File: config.mk
export PLATFORM = sky130hd
export DESIGN_NAME = qao_register_bank
export DESIGN_NICKNAME = d
export VERILOG_FILES = /design/src/include/qao_pkg.sv /design/src/qao_register_bank.sv /design/src/qao_range_check.sv /design/src/qao_setpoint_mem.sv
export VERILOG_INCLUDE_DIRS = /design/src /design/src/include
export SDC_FILE = /design/constraint.sdc
export NUM_CORES = 1
export LEC_CHECK = 0
export BUFFER_PORTS_ARGS = -buffer_cell sky130_fd_sc_hd__buf_2
export CAP_MARGIN = 20
export CORE_ASPECT_RATIO = 0.9
export CORE_MARGIN = 2
export CORE_UTILIZATION = 30
export CTS_BUF_LIST = sky130_fd_sc_hd__clkbuf_8 sky130_fd_sc_hd__clkbuf_16
export DETAILED_ROUTE_END_ITERATION = 10
export PLACE_DENSITY_LB_ADDON = 0.3
export RECOVER_POWER = 100
export SLEW_MARGIN = 10
export SYNTH_ARGS = -nofsm -noshare
export SYNTH_HDL_FRONTEND = slang
export SYNTH_SLANG_ARGS = --single-unit
export TNS_END_PERCENT = 1
File: constraint.sdc
create_clock -name CLOCK -period 8.6 [get_ports CLOCK]
set_input_delay 0.86 -clock CLOCK [delete_from_list [all_inputs] [get_ports CLOCK]]
set_output_delay 0.86 -clock CLOCK [all_outputs]
set_load 0.05 [all_outputs]
File: src/include/qao_defines.svh
`ifndef QAO_DEFINES_SVH
`define QAO_DEFINES_SVH
// register numbers, standard layout
`define QAO_REG_TYPE 8'h00
`define QAO_REG_SP1 8'h02
`define QAO_REG_SP2 8'h04
`define QAO_REG_SP3 8'h06
`define QAO_REG_SP4 8'h08
// byte offsets within the bus-controller object
`define QAO_OBJ_SP1 8'h00
`define QAO_OBJ_SP2 8'h02
`define QAO_OBJ_SP3 8'h04
`define QAO_OBJ_SP4 8'h06
// channel-type field
`define QAO_TYPE_LSB 8
`define QAO_TYPE_MASK 16'h0f00
`define QAO_TYPE_RESET 16'h0000
// setpoint limits
`define QAO_SP_MAX 16'sh7fff
`define QAO_SP_MIN_V -16'sh7fff
`define QAO_SP_MIN_I 16'sh0000
// logical slots occupied
`define QAO_SLOTS 4'h1
// least bus cycle and converter update timing
`define QAO_CYCLE_MIN_US 200
`define QAO_CLK_MHZ 250
`define QAO_CYCLE_MIN_CLK (`QAO_CYCLE_MIN_US * `QAO_CLK_MHZ)
`endif

File: src/include/qao_pkg.sv
package qao_pkg;
  // one register access from the controller
  typedef struct packed {
    logic valid;
    logic cyclic;
    logic layout_bc;
    logic [7:0] addr;
    logic [15:0] data;
  } qao_wr_type;
  // one converter load
  typedef struct packed {
    logic [1:0] chan;
    logic current;
    logic [15:0] code;
  } qao_dac_type;
  typedef enum logic [1:0] {
    QAO_IDLE = 2'b00,
    QAO_LOAD = 2'b01
  } qao_state_type;
endpackage : qao_pkg

File: src/qao_register_bank.sv
// Summary of operation
// - four signed 16-bit setpoints at register numbers 2, 4, 6, 8, cyclic.
// - in-range setpoint drives that channel's converter to the value.
// - zero setpoint turns channel indicator off, non-zero turns it on.
// - channel-type word at register 0, non-cyclic write only.
// - bits 8..11 pick current per channel; other bits reserved zero.
// - bus-controller layout puts setpoints at object bytes 0,2,4,6.
// - on CAN I/O the module occupies exactly one analog slot.
// - every bus cycle of 200 us or more gets an output update.
// - four output channels, 16-bit resolution including sign.
`timescale 1ns/1ps
`default_nettype none
`include "qao_defines.svh"
module qao_register_bank
  import qao_pkg::*;
#(
  parameter int CHANNELS = 4
) (
  input wire logic CLOCK,
  input wire logic RST,
  input wire logic CE,
  input wire logic WR_VALID,
  input wire logic WR_CYCLIC,
  input wire logic WR_LAYOUT_BC,
  input wire logic [7:0] WR_ADDR,
  input wire logic [15:0] WR_DATA,
  input wire logic CYCLE_START,
  output logic DAC_LOAD,
  output logic [1:0] DAC_CHAN,
  output logic DAC_CURRENT,
  output logic [15:0] DAC_CODE,
  output logic [3:0] CHAN_LED,
  output logic [15:0] CHANNEL_TYPE,
  output logic [3:0] SLOT_COUNT
);
  qao_wr_type wr;
  qao_dac_type dac;
  qao_state_type state;
  logic [15:0] type_word;
  logic [1:0] wr_chan;
  logic wr_is_sp;
  logic range_ok;
  logic sp_we;
  logic [1:0] scan;
  logic [15:0] mem_rdata;
  logic [1:0] mem_chan;
  logic mem_load;

  assign wr = '{valid: WR_VALID, cyclic: WR_CYCLIC, layout_bc: WR_LAYOUT_BC,
                addr: WR_ADDR, data: WR_DATA};

  // map a write address to a setpoint channel in either layout
  function automatic logic [2:0] sp_decode(input logic bc,
                                           input logic [7:0] a);
    logic [2:0] r;
    r = 3'b000;
    if (bc) begin
      unique case (a)
        `QAO_OBJ_SP1: r = 3'b100;
        `QAO_OBJ_SP2: r = 3'b101;
        `QAO_OBJ_SP3: r = 3'b110;
        `QAO_OBJ_SP4: r = 3'b111;
        default: r = 3'b000;
      endcase
    end else begin
      unique case (a)
        `QAO_REG_SP1: r = 3'b100;
        `QAO_REG_SP2: r = 3'b101;
        `QAO_REG_SP3: r = 3'b110;
        `QAO_REG_SP4: r = 3'b111;
        default: r = 3'b000;
      endcase
    end
    return r;
  endfunction : sp_decode

  // setpoints are cyclic writes only
  always_comb begin
    logic [2:0] d;
    d = sp_decode(wr.layout_bc, wr.addr);
    wr_is_sp = wr.valid && wr.cyclic && d[2];
    wr_chan = d[1:0];
  end

  qao_range_check u_range (
    .value(wr.data),
    .current(type_word[`QAO_TYPE_LSB + wr_chan]),
    .ok(range_ok)
  );

  assign sp_we = wr_is_sp && range_ok;

  // scan pointer rotates through channels loading converters
  always_ff @(posedge CLOCK or posedge RST) begin
    if (RST) begin
      scan <= 2'b00;
      state <= QAO_IDLE;
    end else if (CE) begin
      unique case (state)
        QAO_IDLE: begin
          if (CYCLE_START) begin
            state <= QAO_LOAD;
            scan <= 2'b00;
          end
        end
        QAO_LOAD: begin
          scan <= scan + 2'b01;
          if (scan == 2'(CHANNELS - 1))
            state <= QAO_IDLE;
        end
        default: state <= QAO_IDLE;
      endcase
    end
  end

  qao_setpoint_mem #(.WIDTH(16), .DEPTH(CHANNELS)) u_mem (
    .clk(CLOCK),
    .rst(RST),
    .ce(CE),
    .we(sp_we),
    .waddr(wr_chan),
    .wdata(wr.data),
    .raddr(scan),
    .rdata(mem_rdata)
  );

  // channel-type word, non-cyclic writes to register 0 only
  always_ff @(posedge CLOCK or posedge RST) begin
    if (RST)
      type_word <= `QAO_TYPE_RESET;
    else if (CE && wr.valid && !wr.cyclic && !wr.layout_bc &&
             wr.addr == `QAO_REG_TYPE)
      type_word <= wr.data & `QAO_TYPE_MASK;
  end

  // converter load pipeline follows the registered memory read
  // the strobe takes two stages so it meets its own channel and code
  always_ff @(posedge CLOCK or posedge RST) begin
    if (RST) begin
      DAC_LOAD <= 1'b0;
      mem_load <= 1'b0;
      mem_chan <= 2'b00;
    end else if (CE) begin
      mem_load <= (state == QAO_LOAD);
      DAC_LOAD <= mem_load;
      mem_chan <= scan;
    end
  end

  assign dac = '{chan: mem_chan,
                 current: type_word[`QAO_TYPE_LSB + mem_chan],
                 code: mem_rdata};

  // converter data, 16-bit signed per channel
  always_ff @(posedge CLOCK or posedge RST) begin
    if (RST) begin
      DAC_CHAN <= 2'b00;
      DAC_CURRENT <= 1'b0;
      DAC_CODE <= 16'h0000;
    end else if (CE) begin
      DAC_CHAN <= dac.chan;
      DAC_CURRENT <= dac.current;
      DAC_CODE <= dac.code;
    end
  end

  // indicators track applied setpoints as they are accepted
  always_ff @(posedge CLOCK or posedge RST) begin
    if (RST)
      CHAN_LED <= 4'h0;
    else if (CE && sp_we)
      CHAN_LED[wr_chan] <= (wr.data != 16'h0000);
  end

  // type word and slot count copied out to the module's output ports
  always_ff @(posedge CLOCK or posedge RST) begin
    if (RST) begin
      CHANNEL_TYPE <= `QAO_TYPE_RESET;
      SLOT_COUNT <= 4'h0;
    end else if (CE) begin
      CHANNEL_TYPE <= type_word;
      SLOT_COUNT <= `QAO_SLOTS;
    end
  end
endmodule : qao_register_bank
`default_nettype wire

File: src/qao_range_check.sv
`timescale 1ns/1ps
`default_nettype none
`include "qao_defines.svh"
module qao_range_check
  import qao_pkg::*;
(
  input wire logic [15:0] value,
  input wire logic current,
  output logic ok
);
  // permitted range depends on channel type
  always_comb begin
    if (current)
      ok = ($signed(value) >= `QAO_SP_MIN_I);
    else
      ok = ($signed(value) >= `QAO_SP_MIN_V);
  end
endmodule : qao_range_check
`default_nettype wire

File: src/qao_setpoint_mem.sv
`timescale 1ns/1ps
`default_nettype none
module qao_setpoint_mem
  import qao_pkg::*;
#(
  parameter int WIDTH = 16,
  parameter int DEPTH = 4
) (
  input wire logic clk,
  input wire logic rst,
  input wire logic ce,
  input wire logic we,
  input wire logic [$clog2(DEPTH)-1:0] waddr,
  input wire logic [WIDTH-1:0] wdata,
  input wire logic [$clog2(DEPTH)-1:0] raddr,
  output logic [WIDTH-1:0] rdata
);
  logic [WIDTH-1:0] mem [DEPTH];
  // applied setpoints, cleared to zero output at reset
  always_ff @(posedge clk or posedge rst) begin
    if (rst) begin
      for (int i = 0; i < DEPTH; i++)
        mem[i] <= '0;
    end else if (ce && we) begin
      mem[waddr] <= wdata;
    end
  end
  // registered read port
  always_ff @(posedge clk or posedge rst) begin
    if (rst)
      rdata <= '0;
    else if (ce)
      rdata <= mem[raddr];
  end
endmodule : qao_setpoint_mem
`default_nettype wire

==> run metrics <==
status=finished with violations; violated checks=capacitance limit, slew limit; Power Dens Cells=around 250 mW/mm2; Detailed Route Iter0 Violations=274; unrepaired setup endpoints after global routing=no; Reg power frac=0.403; minimum clock period=5200 ps; Sw Ratio=0.259; Row Count=46; vias in the first global route=~3200; multi-input logic area=0.00210 mm2; Hold Crit Depth=1; fraction of registers with async set/reset=1.00; cells after synthesis=~360; Vias=approximately 3200; DRT antenna net count=0; Clock Power Share=0.472; Netlist Area Pre-Place=0.00531 mm2; worst hold path class=flip-flop to flip-flop; largest net degree at the start of global routing=78; router iterations before antenna repair=4; relative slew slack=-0.772; # diodes=0; Internal Pwr Total=~1200 uW; CTS tree=built; reg-to-reg startpoint=type_word[9]$_DFFE_PP0P_; Clock Latency Late Sink=410 ps; share of cells above drive strength 1=0.374; clock-pin slew on the worst setup and hold paths=60 ps; Synth Register Bits=119; die area=approximately 0.019 mm2; period utilisation layout=0.605; first-pass GRT wire length=17400 um; reg2reg setup slack=approximately 6000 ps; crit end category=flip-flop; nets=450; Sequential Area=0.00298 mm2; die width=144 um; clk sink count=119; Final Wtd Congestion=0.845; startpoint types=input port; Worst Tran Pin Value=2660 ps; crit path kind=input port to flip-flop; CTS Buf Count=17; H-tree depth=4; library cells used by synthesis=46; Post-CTS Setup Bufs=0; Max-Cap Viols=2; Fillers=about 1700; # resized after CTS=0; Hold-fix buffers, CTS=0; worst r2r dst=u_mem.mem[2]$_DFFE_PP0P_; CORE AREA=0.0175 mm2; clk_skew=6.71 ps; Post-DP HPWL=just over 7000 um; Post-Syn Area per Cell=14.9 um2; placed cells=639; max-slew violations=96; Chip Height=130 um; Hold Vio Cnt, Final=0; Longest Clk Path Bufs=2; Routed wire per std cell=15.9 um; Top FF cell, synth=dfrtp_1; max frequency=around 0.19 GHz; Total GRT Usage=0.122; area grow syn2layout=18.5%; initial antenna violation count=3; Synthesis Warnings=0; Reg2Reg Depth=6; WP data arrival=5490 ps; Max VDD drop=0.128 mV; EDFF count, synth=0; GR Overflow Total=0; # IOs=75; crit-path max FO=51; Sw Pwr=404 uW; drt drc=0; P_leak=0.00305 uW; initial core utilization=0.304; fin cells=671; part of the power in combinational logic=0.125; HP Start=SLOT_COUNT[0]$_DFFE_PP0P_; clock root buffer=clkbuf_16; Port Buf Inserts=between 50 and 60; Hold Slack=roughly 470 ps; total wire length=10700 um; final setup vio count=0; vias per inst=around 4.7; worst hold path endpoint=SLOT_COUNT[0]$_DFFE_PP0P_; worst endpoint required time=between 8000 and 9000 ps; Seq/Total Area, Yosys=0.561; setup total negative slack=0 ps
==> state kept, by name, summed over array words and instances (netlist names) <==
signal        count
u_mem.mem        64
DAC_CODE         16
u_mem.rdata      16
CHANNEL_TYPE      4
CHAN_LED          4
type_word         4
DAC_CHAN          2
mem_chan          2
scan              2
DAC_CURRENT       1
DAC_LOAD          1
SLOT_COUNT        1
mem_load          1
state             1
==> routing by layer <==
| layer | GRT usage | wire [um] | up-vias |
|---|---|---|---|
| met3 | 0.0440 | 591 | 18 |
| met1 | 0.154 | 4680 | 1652 |
| met5 | 0 | 37 | - |
| li1 | - | - | 1419 |
| met4 | 0.0491 | 161 | 6 |
| met2 | 0.194 | 5230 | 64 |
==> per-stage QoR <==
| stage | cell area [um2] | util | worst slack [ps] | power, uW |
|---|---|---|---|---|
| CTS | 6410 | 0.366 | 5740 | 1590 |
| global placement | 5780 | 0.331 | 5360 | 837 |
| finish | 6290 | 0.360 | 3400 | 1560 |
| floorplan | 5370 | - | 4580 | 788 |
| detailed placement | 5780 | 0.331 | 5310 | 842 |
| global route | 6290 | 0.360 | 2890 | 1630 |
==> cell type report <==
| cell class | count | area share |
|---|---|---|
| multi-input cells | 215 | 0.334 |
| clock buffers | 18 | 0.0698 |
| flip-flops and latches | 119 | 0.473 |
| clock inverters | 14 | 0.0292 |
| inverters | 3 | 0.00199 |
| repair buffers | 62 | 0.0441 |
| well taps | 240 | 0.0477 |
==> cells by family after synthesis <==
logic type,after synthesis,share of synthesized area
mux,123,0.304
flops,119,0.561
simple gates,42,0.0483
buf+inv,36,0.0403
compound gates,32,0.0393
xor+xnor,2,0.00471
fa+ha+maj,1,0.00235
other cells,1,0.000706
==> worst max-delay path: stages <==
cell	delay, ps
buf_2	70
clkbuf_1	1870
nand3_1	160
or3_1	500
nor4_1	740
nand2_1	730
mux2_1	530
==> worst max-delay path by stage <==
stage / slack [ps] / end / cells after the start / start
5_1_grt: 2890 / u_mem.mem[57]$_DFFE_PP0P_ / 7 / CE
2_1_floorplan: 4580 / CHANNEL_TYPE[10]$_DFFE_PP0P_ / 1 / RST
4_1_cts: 5740 / u_mem.mem[21]$_DFFE_PP0P_ / 7 / WR_ADDR[7]
6_report: 3400 / u_mem.mem[56]$_DFFE_PP0P_ / 7 / CE
3_3_place_gp: 5360 / u_mem.mem[1]$_DFFE_PP0P_ / 7 / WR_ADDR[7]
3_5_place_dp: 5310 / u_mem.mem[21]$_DFFE_PP0P_ / 7 / CE
==> layout by cell type, fill, tap and decap left out, types with 2 or more instances in the layout <==
cell,n
nor2b_1,2
nand2_1,10
mux2_2,76
nor4_1,4
clkbuf_1,30
nor3_1,4
clkbuf_16,17
o21ai_0,6
a31oi_1,4
bufinv_16,4
nor2_1,8
clkinv_2,2
mux4_2,17
mux2_1,30
buf_4,2
buf_2,30
o21ai_1,2
clkinvlp_4,5
inv_1,4
conb_1,15
nand4_1,3
dfrtp_1,119
a21oi_1,13
==> power groups by stage <==
stage / sequential, uW / combinational (uW) / clock (uW)
global placement: 637 / 200 / 0
CTS: 628 / 204 / 754
detailed placement: 638 / 204 / 0
global route: 633 / 214 / 784
floorplan: 651 / 137 / 0
finish: 627 / 195 / 735
==> Yosys cell counts, types with 2 or more instances <==
library cell / number / share of area
a21oi_1: 13 / 0.012
a31oi_1: 4 / 0.0047
buf_1: 3 / 0.0021
buf_2: 6 / 0.0057
buf_4: 17 / 0.024
clkbuf_1: 6 / 0.0042
dfrtp_1: 119 / 0.56
inv_1: 3 / 0.0021
mux2_1: 20 / 0.042
mux2_2: 76 / 0.16
mux2_4: 10 / 0.028
mux4_2: 17 / 0.072
nand2_1: 7 / 0.0049
nand2_2: 2 / 0.0024
nand4_1: 3 / 0.0035
nor2_1: 8 / 0.0057
nor2b_1: 2 / 0.0024
nor3_1: 4 / 0.0038
nor4_1: 3 / 0.0035
o21ai_0: 6 / 0.0057
o21ai_1: 2 / 0.0019
No activity file was read; power rests on OpenSTA's default activity.
